$ cat src/tcj_pkg.sv
package tcj_pkg;
   // register byte offsets
   localparam logic [7:0]  OFS_CTRL    = 8'h00;
   localparam logic [7:0]  OFS_TIME    = 8'h04;
   localparam logic [7:0]  OFS_DATE    = 8'h08;
   localparam logic [7:0]  OFS_ZONE    = 8'h0C;
   localparam logic [7:0]  OFS_SHIFT   = 8'h10;
   localparam logic [7:0]  OFS_JAM     = 8'h14;
   localparam logic [7:0]  OFS_ONCE    = 8'h18;
   localparam logic [7:0]  OFS_RSTART  = 8'h1C;
   localparam logic [7:0]  OFS_REND    = 8'h20;
   localparam logic [7:0]  OFS_LOCAL   = 8'h24;
   // control fields
   localparam int          FLD_RATE    = 0;
   localparam int          FLD_JAM_EN  = 3;
   localparam int          FLD_MODE    = 4;
   // time code fields
   localparam int          FLD_FF      = 0;
   localparam int          FLD_SS      = 8;
   localparam int          FLD_MM      = 16;
   localparam int          FLD_HH      = 24;
   localparam int          FLD_DST_ON  = 31;
   // date fields
   localparam int          FLD_MON     = 0;
   localparam int          FLD_DOM     = 8;
   localparam int          FLD_WDAY    = 16;
   localparam int          FLD_LEAP    = 24;
   // offset and event fields
   localparam int          FLD_EMIN    = 0;
   localparam int          FLD_EHR     = 8;
   localparam int          FLD_OSIGN   = 15;
   localparam int          FLD_EWDAY   = 16;
   localparam int          FLD_EDOM    = 16;
   localparam int          FLD_EORD    = 20;
   localparam int          FLD_EMON    = 24;
   localparam logic [31:0] MASK_OFS    = 32'h0000_9F3F;
   localparam logic [31:0] MASK_JAM    = 32'h0000_1F3F;
   localparam logic [31:0] MASK_ONCE   = 32'h0F1F_1F3F;
   localparam logic [31:0] MASK_RULE   = 32'h0F77_1F3F;
   localparam logic [2:0]  ORD_LAST    = 3'h5;
   // counting constants
   localparam logic [5:0]  SEC_TOP     = 6'h3B;
   localparam logic [10:0] MIN_PER_HR  = 11'h03C;
   localparam logic [10:0] MIN_TOP     = 11'h59F;
   localparam int          MIN_PER_DAY = 1440;
   localparam logic [2:0]  SKIP_30     = 3'h2;
   localparam logic [2:0]  SKIP_60     = 3'h4;
   // reset values
   localparam logic [3:0]  RST_MON     = 4'h1;
   localparam logic [4:0]  RST_DOM     = 5'h01;

   typedef enum logic [2:0] {
      RATE_24   = 3'h0,
      RATE_25   = 3'h1,
      RATE_30   = 3'h2,
      RATE_2997 = 3'h3,
      RATE_50   = 3'h4,
      RATE_60   = 3'h5,
      RATE_5994 = 3'h6
   } tcj_rate_e;

   typedef enum logic [1:0] {
      MODE_OFF   = 2'h0,
      MODE_ONCE  = 2'h1,
      MODE_RECUR = 2'h3
   } tcj_mode_e;

   localparam tcj_rate_e   RST_RATE    = RATE_2997;
endpackage : tcj_pkg

$ cat src/tcj_rule_match.sv
`timescale 1ns/1ps
`default_nettype none
module tcj_rule_match (
   input  wire logic [3:0]  cur_mon,
   input  wire logic [4:0]  cur_dom,
   input  wire logic [2:0]  cur_wday,
   input  wire logic [4:0]  cur_dim,
   input  wire logic [10:0] cur_mod,
   input  wire logic [31:0] rule,
   output logic             hit
);
   logic [2:0]  nth;
   logic        last;
   logic [10:0] ev_mod;

   always_comb begin
      nth    = 3'((cur_dom - 5'h01) / 5'h07) + 3'h1;
      last   = ({1'b0, cur_dom} + 6'h07) > {1'b0, cur_dim};
      ev_mod = 11'(rule[tcj_pkg::FLD_EHR +: 5]) * tcj_pkg::MIN_PER_HR
             + 11'(rule[tcj_pkg::FLD_EMIN +: 6]);
      // month, weekday, ordinal or last, time of day
      hit = (rule[tcj_pkg::FLD_EMON +: 4] == cur_mon)
         && (rule[tcj_pkg::FLD_EWDAY +: 3] == cur_wday)
         && ((rule[tcj_pkg::FLD_EORD +: 3] == tcj_pkg::ORD_LAST) ? last
             : (rule[tcj_pkg::FLD_EORD +: 3] == nth))
         && (ev_mod == cur_mod);
   end
endmodule : tcj_rule_match
`default_nettype wire

$ cat src/tcj_timecode.sv
// Implementation choices: the AHB-Lite slave port and the register addresses.
`timescale 1ns/1ps
`default_nettype none
// Summary of operation
// 30 fps frames run 00..29 then wrap.
// frame skips only at 29.97 or 59.94.
// drop mode skips 00,01 (00..03 at 59.94) at minute change.
// no skip when new minute is tenth.
// daily jam skips 2 or 4 extra counts.
// jam extra is 2 at 29.97, 4 at 59.94.
// one enable bit turns daily jam on.
// jam time minutes are tens past hour; the code accepts any 6-bit minute value.
// local time adds zone and shift offsets.
// disabled schedule applies no shift.
// once mode applies offset, returns disabled.
// once event given by date and time.
// recurring mode repeats start/end every year.
// shift offset signed hours and minutes.
// events are month, weekday, ordinal, time.
// shift added at start, removed at end.
module tcj_timecode #(
   parameter int FRAME_W = 6
) (
   input  wire logic               hclk,
   input  wire logic               hresetn,
   input  wire logic               hsel,
   input  wire logic [31:0]        haddr,
   input  wire logic [1:0]         htrans,
   input  wire logic               hwrite,
   input  wire logic [2:0]         hsize,
   input  wire logic [31:0]        hwdata,
   input  wire logic               hready,
   output logic                    hreadyout,
   output logic [31:0]             hrdata,
   output logic                    hresp,
   input  wire logic               frame_tick,
   output logic [4:0]              tc_hh,
   output logic [5:0]              tc_mm,
   output logic [5:0]              tc_ss,
   output logic [FRAME_W-1:0]      tc_ff,
   output logic                    tc_drop,
   output logic                    shift_active
);
   if (FRAME_W < 6) begin : g_chk
      $error("FRAME_W too small for 60 frames");
   end

   function automatic logic [5:0] frame_top(input logic [2:0] r);
      unique case (r)
         tcj_pkg::RATE_24:                    frame_top = 6'h17;
         tcj_pkg::RATE_25:                    frame_top = 6'h18;
         tcj_pkg::RATE_50:                    frame_top = 6'h31;
         tcj_pkg::RATE_60, tcj_pkg::RATE_5994: frame_top = 6'h3B;
         default:                             frame_top = 6'h1D;
      endcase
   endfunction : frame_top

   function automatic logic signed [12:0] ofs_min(input logic [31:0] w);
      logic [12:0] mag;
      mag = 13'(w[tcj_pkg::FLD_EHR +: 5]) * 13'h03C + 13'(w[tcj_pkg::FLD_EMIN +: 6]);
      ofs_min = w[tcj_pkg::FLD_OSIGN] ? -signed'(mag) : signed'(mag);
   endfunction : ofs_min

   function automatic logic [10:0] loc_of(input logic [10:0] b, input logic signed [12:0] a);
      int s;
      s = int'(b) + int'(a) + 2 * tcj_pkg::MIN_PER_DAY;
      loc_of = 11'(s % tcj_pkg::MIN_PER_DAY);
   endfunction : loc_of

   function automatic logic [4:0] days_in(input logic [3:0] m, input logic lp);
      unique case (m)
         4'h2:                      days_in = lp ? 5'h1D : 5'h1C;
         4'h4, 4'h6, 4'h9, 4'hB:    days_in = 5'h1E;
         default:                   days_in = 5'h1F;
      endcase
   endfunction : days_in

   // bus address phase
   logic               a_valid_reg, a_valid_next;
   logic               a_we_reg,    a_we_next;
   logic [7:0]         a_addr_reg,  a_addr_next;
   logic               wr_en;
   // configuration
   logic [2:0]         rate_reg,    rate_next;
   logic               jam_en_reg,  jam_en_next;
   logic [31:0]        zone_reg,    zone_next;
   logic [31:0]        shift_reg,   shift_next;
   logic [31:0]        jam_reg,     jam_next;
   logic [31:0]        once_reg,    once_next;
   logic [31:0]        rst_reg,     rst_next;
   logic [31:0]        rend_reg,    rend_next;
   // counter and calendar
   logic [FRAME_W-1:0] ff_reg,      ff_next;
   logic [5:0]         ss_reg,      ss_next;
   logic [5:0]         mm_reg,      mm_next;
   logic [4:0]         hh_reg,      hh_next;
   logic [3:0]         mon_reg,     mon_next;
   logic [4:0]         dom_reg,     dom_next;
   logic [2:0]         wday_reg,    wday_next;
   logic               leap_reg,    leap_next;
   // schedule
   logic [1:0]         mode_reg,    mode_next;
   logic               dst_on_reg,  dst_on_next;
   logic signed [12:0] fold_reg,    fold_next;
   logic [10:0]        locm_reg,    locm_next;
   // outputs
   logic [FRAME_W-1:0] tff_reg,     tff_next;
   logic [5:0]         tss_reg,     tss_next;
   logic [5:0]         tmm_reg,     tmm_next;
   logic [4:0]         thh_reg,     thh_next;
   // combinational
   logic [5:0]         top;
   logic [2:0]         drop;
   logic [10:0]        cnt_mod, next_mod, loc_mod, jam_mod, once_mod;
   logic signed [12:0] tot_ofs;
   logic               jam_hit, ev, day_wrap, once_hit, start_hit, end_hit;
   logic [4:0]         dim;

   always_comb begin
      top      = frame_top(rate_reg);
      drop     = (rate_reg == tcj_pkg::RATE_2997) ? tcj_pkg::SKIP_30
               : (rate_reg == tcj_pkg::RATE_5994) ? tcj_pkg::SKIP_60 : 3'h0;
      cnt_mod  = 11'(hh_reg) * tcj_pkg::MIN_PER_HR + 11'(mm_reg);
      next_mod = (cnt_mod == tcj_pkg::MIN_TOP) ? 11'h000 : cnt_mod + 11'h001;
      tot_ofs  = ofs_min(zone_reg) + fold_reg
               + ((mode_reg == tcj_pkg::MODE_RECUR && dst_on_reg)
                  ? ofs_min(shift_reg) : 13'sh0000);
      loc_mod  = loc_of(cnt_mod, tot_ofs);
      jam_mod  = 11'(jam_reg[tcj_pkg::FLD_EHR +: 5]) * tcj_pkg::MIN_PER_HR
               + 11'(jam_reg[tcj_pkg::FLD_EMIN +: 6]);
      once_mod = 11'(once_reg[tcj_pkg::FLD_EHR +: 5]) * tcj_pkg::MIN_PER_HR
               + 11'(once_reg[tcj_pkg::FLD_EMIN +: 6]);
      dim      = days_in(mon_reg, leap_reg);
      ev       = loc_mod != locm_reg;
      day_wrap = (locm_reg == tcj_pkg::MIN_TOP) && (loc_mod == 11'h000);
      wr_en    = a_valid_reg && a_we_reg;
   end

   tcj_rule_match u_start (
      .cur_mon  (mon_reg),
      .cur_dom  (dom_reg),
      .cur_wday (wday_reg),
      .cur_dim  (dim),
      .cur_mod  (loc_mod),
      .rule     (rst_reg),
      .hit      (start_hit)
   );

   tcj_rule_match u_end (
      .cur_mon  (mon_reg),
      .cur_dom  (dom_reg),
      .cur_wday (wday_reg),
      .cur_dim  (dim),
      .cur_mod  (loc_mod),
      .rule     (rend_reg),
      .hit      (end_hit)
   );

   // bus slave: zero wait states, always OKAY
   always_comb begin
      a_valid_next = hsel && hready && htrans[1];
      a_we_next    = hwrite;
      a_addr_next  = haddr[7:0];
      hreadyout    = 1'b1;
      hresp        = 1'b0;
      unique case (a_addr_reg)
         tcj_pkg::OFS_CTRL:   hrdata = {26'h0, mode_reg, jam_en_reg, rate_reg};
         tcj_pkg::OFS_TIME:   hrdata = {3'h0, hh_reg, 2'h0, mm_reg, 2'h0, ss_reg,
                                        8'(ff_reg)};
         tcj_pkg::OFS_DATE:   hrdata = {7'h0, leap_reg, 5'h0, wday_reg, 3'h0, dom_reg,
                                        4'h0, mon_reg};
         tcj_pkg::OFS_ZONE:   hrdata = zone_reg;
         tcj_pkg::OFS_SHIFT:  hrdata = shift_reg;
         tcj_pkg::OFS_JAM:    hrdata = jam_reg;
         tcj_pkg::OFS_ONCE:   hrdata = once_reg;
         tcj_pkg::OFS_RSTART: hrdata = rst_reg;
         tcj_pkg::OFS_REND:   hrdata = rend_reg;
         tcj_pkg::OFS_LOCAL:  hrdata = {dst_on_reg, 2'h0, thh_reg, 2'h0, tmm_reg, 2'h0,
                                        tss_reg, 8'(tff_reg)};
         default:             hrdata = 32'h0000_0000;
      endcase
   end

   // configuration registers
   always_comb begin
      rate_next   = rate_reg;
      jam_en_next = jam_en_reg;
      zone_next   = zone_reg;
      shift_next  = shift_reg;
      jam_next    = jam_reg;
      once_next   = once_reg;
      rst_next    = rst_reg;
      rend_next   = rend_reg;
      if (wr_en) begin
         unique case (a_addr_reg)
            tcj_pkg::OFS_CTRL: begin
               rate_next   = hwdata[tcj_pkg::FLD_RATE +: 3];
               jam_en_next = hwdata[tcj_pkg::FLD_JAM_EN];
            end
            tcj_pkg::OFS_ZONE:   zone_next  = hwdata & tcj_pkg::MASK_OFS;
            tcj_pkg::OFS_SHIFT:  shift_next = hwdata & tcj_pkg::MASK_OFS;
            tcj_pkg::OFS_JAM:    jam_next   = hwdata & tcj_pkg::MASK_JAM;
            tcj_pkg::OFS_ONCE:   once_next  = hwdata & tcj_pkg::MASK_ONCE;
            tcj_pkg::OFS_RSTART: rst_next   = hwdata & tcj_pkg::MASK_RULE;
            tcj_pkg::OFS_REND:   rend_next  = hwdata & tcj_pkg::MASK_RULE;
            default:             ;
         endcase
      end
   end

   // time code counter and calendar
   always_comb begin
      ff_next   = ff_reg;
      ss_next   = ss_reg;
      mm_next   = mm_reg;
      hh_next   = hh_reg;
      mon_next  = mon_reg;
      dom_next  = dom_reg;
      wday_next = wday_reg;
      leap_next = leap_reg;
      jam_hit   = 1'b0;
      if (frame_tick) begin
         if (6'(ff_reg) != top) begin
            ff_next = ff_reg + 1'b1;
         end else if (ss_reg != tcj_pkg::SEC_TOP) begin
            ff_next = '0;
            ss_next = ss_reg + 6'h01;
         end else begin
            ss_next = 6'h00;
            mm_next = 6'(next_mod % tcj_pkg::MIN_PER_HR);
            hh_next = 5'(next_mod / tcj_pkg::MIN_PER_HR);
            jam_hit = jam_en_reg && (loc_of(next_mod, tot_ofs) == jam_mod);
            ff_next = FRAME_W'(((next_mod % 11'h00A) != 11'h000) ? drop : 3'h0)
                    + FRAME_W'(jam_hit ? drop : 3'h0);
         end
      end
      if (day_wrap) begin
         wday_next = (wday_reg == 3'h6) ? 3'h0 : wday_reg + 3'h1;
         if (dom_reg == dim) begin
            dom_next = tcj_pkg::RST_DOM;
            mon_next = (mon_reg == 4'hC) ? tcj_pkg::RST_MON : mon_reg + 4'h1;
         end else begin
            dom_next = dom_reg + 5'h01;
         end
      end
      if (wr_en && a_addr_reg == tcj_pkg::OFS_TIME) begin
         ff_next = FRAME_W'(hwdata[tcj_pkg::FLD_FF +: 6]);
         ss_next = hwdata[tcj_pkg::FLD_SS +: 6];
         mm_next = hwdata[tcj_pkg::FLD_MM +: 6];
         hh_next = hwdata[tcj_pkg::FLD_HH +: 5];
      end
      if (wr_en && a_addr_reg == tcj_pkg::OFS_DATE) begin
         mon_next  = hwdata[tcj_pkg::FLD_MON +: 4];
         dom_next  = hwdata[tcj_pkg::FLD_DOM +: 5];
         wday_next = hwdata[tcj_pkg::FLD_WDAY +: 3];
         leap_next = hwdata[tcj_pkg::FLD_LEAP];
      end
   end

   // seasonal shift schedule
   always_comb begin
      once_hit    = ev && (mode_reg == tcj_pkg::MODE_ONCE)
                 && (once_reg[tcj_pkg::FLD_EMON +: 4] == mon_reg)
                 && (once_reg[tcj_pkg::FLD_EDOM +: 5] == dom_reg)
                 && (once_mod == loc_mod);
      mode_next   = mode_reg;
      dst_on_next = dst_on_reg;
      fold_next   = fold_reg;
      locm_next   = loc_mod;
      if (once_hit) begin
         fold_next = fold_reg + ofs_min(shift_reg);
         mode_next = tcj_pkg::MODE_OFF;
      end
      if (mode_reg != tcj_pkg::MODE_RECUR) begin
         dst_on_next = 1'b0;
      end else if (ev && start_hit) begin
         dst_on_next = 1'b1;
      end else if (ev && end_hit) begin
         dst_on_next = 1'b0;
      end
      if (wr_en && a_addr_reg == tcj_pkg::OFS_CTRL) begin
         mode_next = hwdata[tcj_pkg::FLD_MODE +: 2];
      end
      tff_next = ff_reg;
      tss_next = ss_reg;
      tmm_next = 6'(loc_mod % tcj_pkg::MIN_PER_HR);
      thh_next = 5'(loc_mod / tcj_pkg::MIN_PER_HR);
   end

   always_ff @(posedge hclk or negedge hresetn) begin
      if (!hresetn) begin
         a_valid_reg <= 1'b0;
         a_we_reg    <= 1'b0;
         a_addr_reg  <= 8'h00;
         rate_reg    <= tcj_pkg::RST_RATE;
         jam_en_reg  <= 1'b0;
         zone_reg    <= 32'h0000_0000;
         shift_reg   <= 32'h0000_0000;
         jam_reg     <= 32'h0000_0000;
         once_reg    <= 32'h0000_0000;
         rst_reg     <= 32'h0000_0000;
         rend_reg    <= 32'h0000_0000;
         ff_reg      <= '0;
         ss_reg      <= 6'h00;
         mm_reg      <= 6'h00;
         hh_reg      <= 5'h00;
         mon_reg     <= tcj_pkg::RST_MON;
         dom_reg     <= tcj_pkg::RST_DOM;
         wday_reg    <= 3'h0;
         leap_reg    <= 1'b0;
         mode_reg    <= tcj_pkg::MODE_OFF;
         dst_on_reg  <= 1'b0;
         fold_reg    <= 13'sh0000;
         locm_reg    <= 11'h000;
         tff_reg     <= '0;
         tss_reg     <= 6'h00;
         tmm_reg     <= 6'h00;
         thh_reg     <= 5'h00;
      end else begin
         a_valid_reg <= a_valid_next;
         a_we_reg    <= a_we_next;
         a_addr_reg  <= a_addr_next;
         rate_reg    <= rate_next;
         jam_en_reg  <= jam_en_next;
         zone_reg    <= zone_next;
         shift_reg   <= shift_next;
         jam_reg     <= jam_next;
         once_reg    <= once_next;
         rst_reg     <= rst_next;
         rend_reg    <= rend_next;
         ff_reg      <= ff_next;
         ss_reg      <= ss_next;
         mm_reg      <= mm_next;
         hh_reg      <= hh_next;
         mon_reg     <= mon_next;
         dom_reg     <= dom_next;
         wday_reg    <= wday_next;
         leap_reg    <= leap_next;
         mode_reg    <= mode_next;
         dst_on_reg  <= dst_on_next;
         fold_reg    <= fold_next;
         locm_reg    <= locm_next;
         tff_reg     <= tff_next;
         tss_reg     <= tss_next;
         tmm_reg     <= tmm_next;
         thh_reg     <= thh_next;
      end
   end

   assign tc_ff        = tff_reg;
   assign tc_ss        = tss_reg;
   assign tc_mm        = tmm_reg;
   assign tc_hh        = thh_reg;
   assign tc_drop      = drop != 3'h0;
   assign shift_active = dst_on_reg;

   // checks
   logic wr_time, wr_ctrl;
   assign wr_time = wr_en && a_addr_reg == tcj_pkg::OFS_TIME;
   assign wr_ctrl = wr_en && a_addr_reg == tcj_pkg::OFS_CTRL;
endmodule : tcj_timecode
`default_nettype wire

$ cat config.mk
export PLATFORM = sky130hd
export DESIGN_NAME = tcj_timecode
export DESIGN_NICKNAME = d
export VERILOG_FILES = /design/src/tcj_pkg.sv /design/src/tcj_rule_match.sv /design/src/tcj_timecode.sv
export SDC_FILE = /design/constraint.sdc
export NUM_CORES = 1
export LEC_CHECK = 0
export ABC_AREA = 1
export ABC_CLOCK_PERIOD_IN_PS = 32700
export CAP_MARGIN = 5
export CORE_MARGIN = 2
export CORE_UTILIZATION = 45
export DETAILED_ROUTE_END_ITERATION = 10
export DONT_BUFFER_PORTS = 1
export PLACE_DENSITY = 0.63
export SYNTH_ARGS = -nofsm -noshare
export SYNTH_HDL_FRONTEND = slang
export SYNTH_SLANG_ARGS = --single-unit
export TNS_END_PERCENT = 5
$ cat constraint.sdc
create_clock -name hclk -period 32.7 [get_ports hclk]
set_clock_uncertainty 0.15 [all_clocks]
set_input_delay 4.905 -clock hclk [delete_from_list [all_inputs] [get_ports hclk]]
set_output_delay 4.905 -clock hclk [all_outputs]
set_load 0.03 [all_outputs]
After elaboration in Yosys (flattened, before gate mapping)
Index checks and enable logic that the tools add are counted.
- flip-flop bits (word level): 197
- output and inout bits: 59
- logic and storage cells: 203
- input bits: 75
- $lt $le $gt $ge: 1
- eq/ne operators: 46
- mux-type cells: 45
- divide/modulo/power cells: 8
- multipliers: 7
- reduce and logical (&&, ||, !) cells: 43
- add/sub/neg operators: 26
- operators with widths (operator ; number):
    $pmux W32 S10 ; 1
    $mux W6 ; 11
    $mod A32 B12 Y32 const B ; 2
    $mul A5 B4 Y9 const B ; 7
    $add A11 B6 Y11 ; 5
    $eq A11 B11 Y1 ; 4
    $add A13 B13 Y13 ; 3
    $mux W13 ; 3
    $mux W5 ; 7
    $eq A8 B5 Y1 const B ; 4
    $add A14 B13 Y15 const B ; 2
    $add A12 B13 Y14 ; 2
    $neg A12 Y13 ; 2
    $add A11 B6 Y12 ; 2
    $pmux W6 S4 ; 1
    $div A11 B6 Y11 const B ; 2
    $eq A11 B11 Y1 const B ; 2
    $mod A11 B6 Y11 const B ; 2
    $logic_and A1 B1 Y1 ; 21
    $mux W3 ; 7
    $mux W4 ; 5
    $eq A3 B3 Y1 const B ; 6
    $reduce_and A2 Y1 ; 9
    $eq A8 B4 Y1 const B ; 2
    other kinds (40) ; 64

Depth between registers and ports, before layout
- word-level depth: 17
- depth in mapped cells: 98
- depth with buffers taken out: 98

Modules after synthesis
From an unflattened synthesis, not the netlist that was laid out.
- cells, all modules: 3327
- area total of the unflattened synthesis: 23466.3 um^2
- by module, submodules not included (module ; instances ; sequential area each (um^2) ; cells each ; area an instance (um^2)):
    tcj_timecode ; 1 ; 4884.7 ; 2903 ; 20408.3
    tcj_rule_match ; 2 ; 0.0 ; 212 ; 1529.0

Least setup slack after synthesis
No wires, ideal clock.
- kind: register to register
- from: reg shift_reg[8]
- to: reg ff_reg[2]
- clock period less this slack: 11.247 ns
- required time: 32.459 ns
- data arrival time: 11.007 ns
- slack: 21.453 ns
- stages on the path, launching flop included: 78
- setup time: 0.091 ns
- path buffers: 0
- cell sequence: dfrtp_1 > fa_1 > inv_1 > fa_1 > inv_1 > fa_1 > ha_1 > nand2_1 > nand2_1 > o21ai_0 > nand4_1 > nand2_1 > xor2_1 > nand2_1 > fa_1 > inv_1 > ha_1 > a21oi_1 > [... 42 more ...] > nor2_1 > nand3_1 > nand2_1 > nand2_1 > nor2_1 > xor2_1 > nand2_1 > o21ai_1 > o21ai_0 > nor2_1 > nand3_1 > nor2_1 > ha_1 > inv_1 > fa_1 > o31ai_1 > nand3_1 > o221ai_1
- cells in the longest elaborated chain, start to end: 17
- ends and longest elaborated chain (item ; RTL line ; text):
    from (decl) ; tcj_timecode.sv:87 ; logic [31:0] shift_reg, shift_next;
    from (signal assigned) ; tcj_timecode.sv:326 ; shift_reg <= shift_next;
    $mul A5 B4 Y9 * ; tcj_timecode.sv:60 ; mag = 13'(w[tcj_pkg::FLD_EHR +: 5]) * 13'h03C + 13'(w[tcj_pkg::FLD_EMIN +: 6]);
    $add A11 B6 Y12 * ; tcj_timecode.sv:60 ;
    $neg A12 Y13 ; tcj_timecode.sv:61 ; ofs_min = w[tcj_pkg::FLD_OSIGN] ? -signed'(mag) : signed'(mag);
    $mux W13 * ; tcj_timecode.sv:61 ;
    $mux W13 * ; tcj_timecode.sv:127 ; ? ofs_min(shift_reg) : 13'sh0000);
    $add A13 B13 Y13 * ; tcj_timecode.sv:126 ; + ((mode_reg == tcj_pkg::MODE_RECUR && dst_on_reg)
    $add A12 B13 Y14 * ; tcj_timecode.sv:66 ; s = int'(b) + int'(a) + 2 * tcj_pkg::MIN_PER_DAY;
    $add A14 B13 Y15 * ; tcj_timecode.sv:66 ;
    $mod A32 B12 Y32 * ; tcj_timecode.sv:67 ; loc_of = 11'(s % tcj_pkg::MIN_PER_DAY);
    $eq A11 B11 Y1 * ; tcj_timecode.sv:232 ; jam_hit = jam_en_reg && (loc_of(next_mod, tot_ofs) == jam_mod);
    $logic_and A1 B1 Y1 * ; tcj_timecode.sv:232 ;
    $mux W3 * ; tcj_timecode.sv:234 ; + FRAME_W'(jam_hit ? drop : 3'h0);
    $add A3 B3 Y4 * ; tcj_timecode.sv:234 ;
    $mux W4 * ; tcj_timecode.sv:225 ; end else if (ss_reg != tcj_pkg::SEC_TOP) begin
    $mux W6 * ; tcj_timecode.sv:223 ; if (6'(ff_reg) != top) begin
    $mux W6 * ; tcj_timecode.sv:222 ; if (frame_tick) begin
    $mux W6 * ; tcj_timecode.sv:246 ; if (wr_en && a_addr_reg == tcj_pkg::OFS_TIME) begin
    to (signal assigned) ; tcj_timecode.sv:331 ; ff_reg <= ff_next;
    to (decl) ; tcj_timecode.sv:93 ; logic [FRAME_W-1:0] ff_reg, ff_next;
Mark *: on every way between the ends. The rest lies on a longest branch, timed or not. The select of a mux whose other input is x is not followed.
A chain may end at the register's enable or synchronous reset.

Final worst setup path
Same ends and word-level chain as after synthesis.

==> metrics <==
Area contributors post-synth=dfrtp_1, nand2_1, ha_1; antenna violations before repair=2; Reg-to-Reg Start=shift_reg[8]$_DFFE_PN0P_; Area Growth Syn to Fin=5.61%; design area=~24000 um2; # diodes=0; router iterations before antenna repair=6; WL final=66500 um; vias in the first global route=approximately 20k; Worst Path Max Fanout=16; nets=roughly 3.5k; RSZ-0062 raised after global routing=no; Hold Violations, Final=0; yosys warns=0; CTS resizes=0; Mapped Area=22600 um2; post-synth top area cell=dfrtp_1; CTS Buf Count=17; Netlist cell types=72; Setup TNS=0 ns; FILL cells=~5.0k; IO buf count=0; Synth top cells by count=nand2_1, inv_1, o21ai_0, ha_1, nor2_1; FP Rows=around 80; Synth Register Bits=195; die area=between 50000 and 60000 um2; hold path startpoint=ss_reg[5]$_DFFE_PN0P_; most used cell, CP=nand2_1; Clock Path Buffers=2; Reg2Reg Setup Slack=19.13 ns; Die Wd=228 um; Final ANT Viol Nets=0; wire length per cell=approximately 17 um; ys async rst share=between 90% and 100%; EDFF count, synth=0; Setup Buffers After CTS=0; Post-Syn Instances=3172; min cycle time layout=approximately 14 ns; max-cap violations=0; period utilization=about 42%; DPL Wire Length=about 54000 um; grt ovf=0; gr usage total=between 20% and 30%; maximum number of pins on one net before global-route repair=around 200; TritonCTS clock tree=built; status=complete, no violations; io pins=between 100 and 150; Slew headroom=26.1%; predominant post-synthesis flop cell=dfrtp_1; Critical Path RT=32.91 ns; Worst setup startpoint=shift_reg[8]$_DFFE_PN0P_; most frequent cell after synthesis=nand2_1; Sink Count=a little under 200; Least-Margin Pin Slew=about 1.1 ns; CP startpoint kind=flop; share of cells above drive strength 1=about 6.9%; crit path DAT=13.78 ns; sequential-to-total area share from yosys stat=around 22%; GPL Wtd Cong=between 0.9 and 1; crit path kind=flop to flop; DR vias=about 21k; core area=49900 um2; CP max-delay cell=fa_1; # DRC=0; dpl cell area=approximately 23000 um2; worst hold-check path type=flop to flop; slowest stage delay, CP=around 0.59 ns; Clk Latency, worst-skew pair=between 0.4 and 0.5 ns; Avg Vias per Cell=5.42; Max Slew Vio Count=0; Clock transition at path regs=0.08 ns; Avg Cell Area, Syn=7.12 um2; first-pass GRT wire length=106000 um; Initial Utilization=a little under half; Crit. End Element=flop; final setup violating endpoints=0; Die H=approximately 230 um; CTS Hold Bufs=0; CTS H-tree lvls=4; Max Clk Rate=approximately 74 MHz; Root Driver=clkbuf_16; share of the synthesized area in the top cell type=between 20% and 30%; DR iter-0 viols=1426
[through the flow]
step                setup slack (ns)  util [%]  std cells  hold slack [ns]
floorplan                      21.45         -       3178            0.204
global placement               19.36      46.6       3805            0.216
detailed placement             19.19      46.6       3805            0.226
CTS                            19.11      47.8       3837            0.250
global route                   17.59      47.8       3837            0.259
finish                         19.13      47.8       3837            0.249
[cell families after synthesis]
kind of cell / share of synthesized area, %
AOI/OAI and AO/OA: 13.7
xor gates and xnor gates: 9.34
adders and majority gates: 17.7
buffers and inverters: 10.4
DFF: 21.6
muxes: 0.194
other: 0.0333
and+or+nand+nor: 27.0
[critical path: cells and delay by family, from the launching register on]
kind | cells | cell delay (ns)
compound gates | 12 | 1.94
xor+xnor | 5 | 1.57
fa+ha+maj | 10 | 3.86
buf+inv | 12 | 0.97
flops | 1 | 0.48
simple gates | 38 | 4.46
[per-layer routing]
metal / GRT usage (%) / wire, um / vias up
li1: - / - / 10240
met1: 33.5 / 29200 / 9862
met2: 42.1 / 30600 / 586
met3: 4.73 / 4480 / 119
met4: 8.88 / 2160 / 2
met5: 0 / 13 / -
[area by class of cell]
class / instances / area (um2) / share of cell area (%)
clock buffers: 18 / 439 / 1.84
clock inverters: 14 / 156 / 0.656
multi-input cells: 2377 / 15400 / 64.5
repair buffers: 13 / 97.6 / 0.409
flip-flops and latches: 195 / 4880 / 20.5
inverters: 548 / 2060 / 8.63
well taps: 672 / 841 / 3.53
[path summary, 6_finish.rpt]
check,cells after the start,to
max,77,ff_reg[2]$_DFFE_PN0P_
min,0,tc_ss[5]$_DFF_PN0_
max reg2reg,77,ff_reg[2]$_DFFE_PN0P_
min reg2reg,0,tc_ss[5]$_DFF_PN0_
max in group asynchronous,0,rate_reg[0]$_DFFE_PN1P_
min in group asynchronous,0,zone_reg[12]$_DFFE_PN0P_
[cells in the final DEF (no fill, tap or decap), drive strengths merged, types with 9 or more instances in the layout]
master | netlist | routed
o211ai | 10 | 10
nand4 | 53 | 53
nor3 | 50 | 50
fa | 73 | 73
o21ai | 231 | 231
o22ai | 27 | 27
xnor2 | 65 | 65
o221ai | 15 | 15
buf | 18 | 13
nand3b | 18 | 18
or2 | 9 | 9
inv | 536 | 545
nand3 | 174 | 174
nor2 | 229 | 229
clkbuf | 40 | 18
nand2 | 782 | 782
xor2 | 175 | 175
dfrtp | 191 | 191
ha | 203 | 203
clkinv | 12 | 16
a21oi | 121 | 121
a221oi | 35 | 35
and2 | 9 | 9
Power is not shown: default switching activity piles up to over one toggle a cycle in this logic, so the estimate is an artifact.
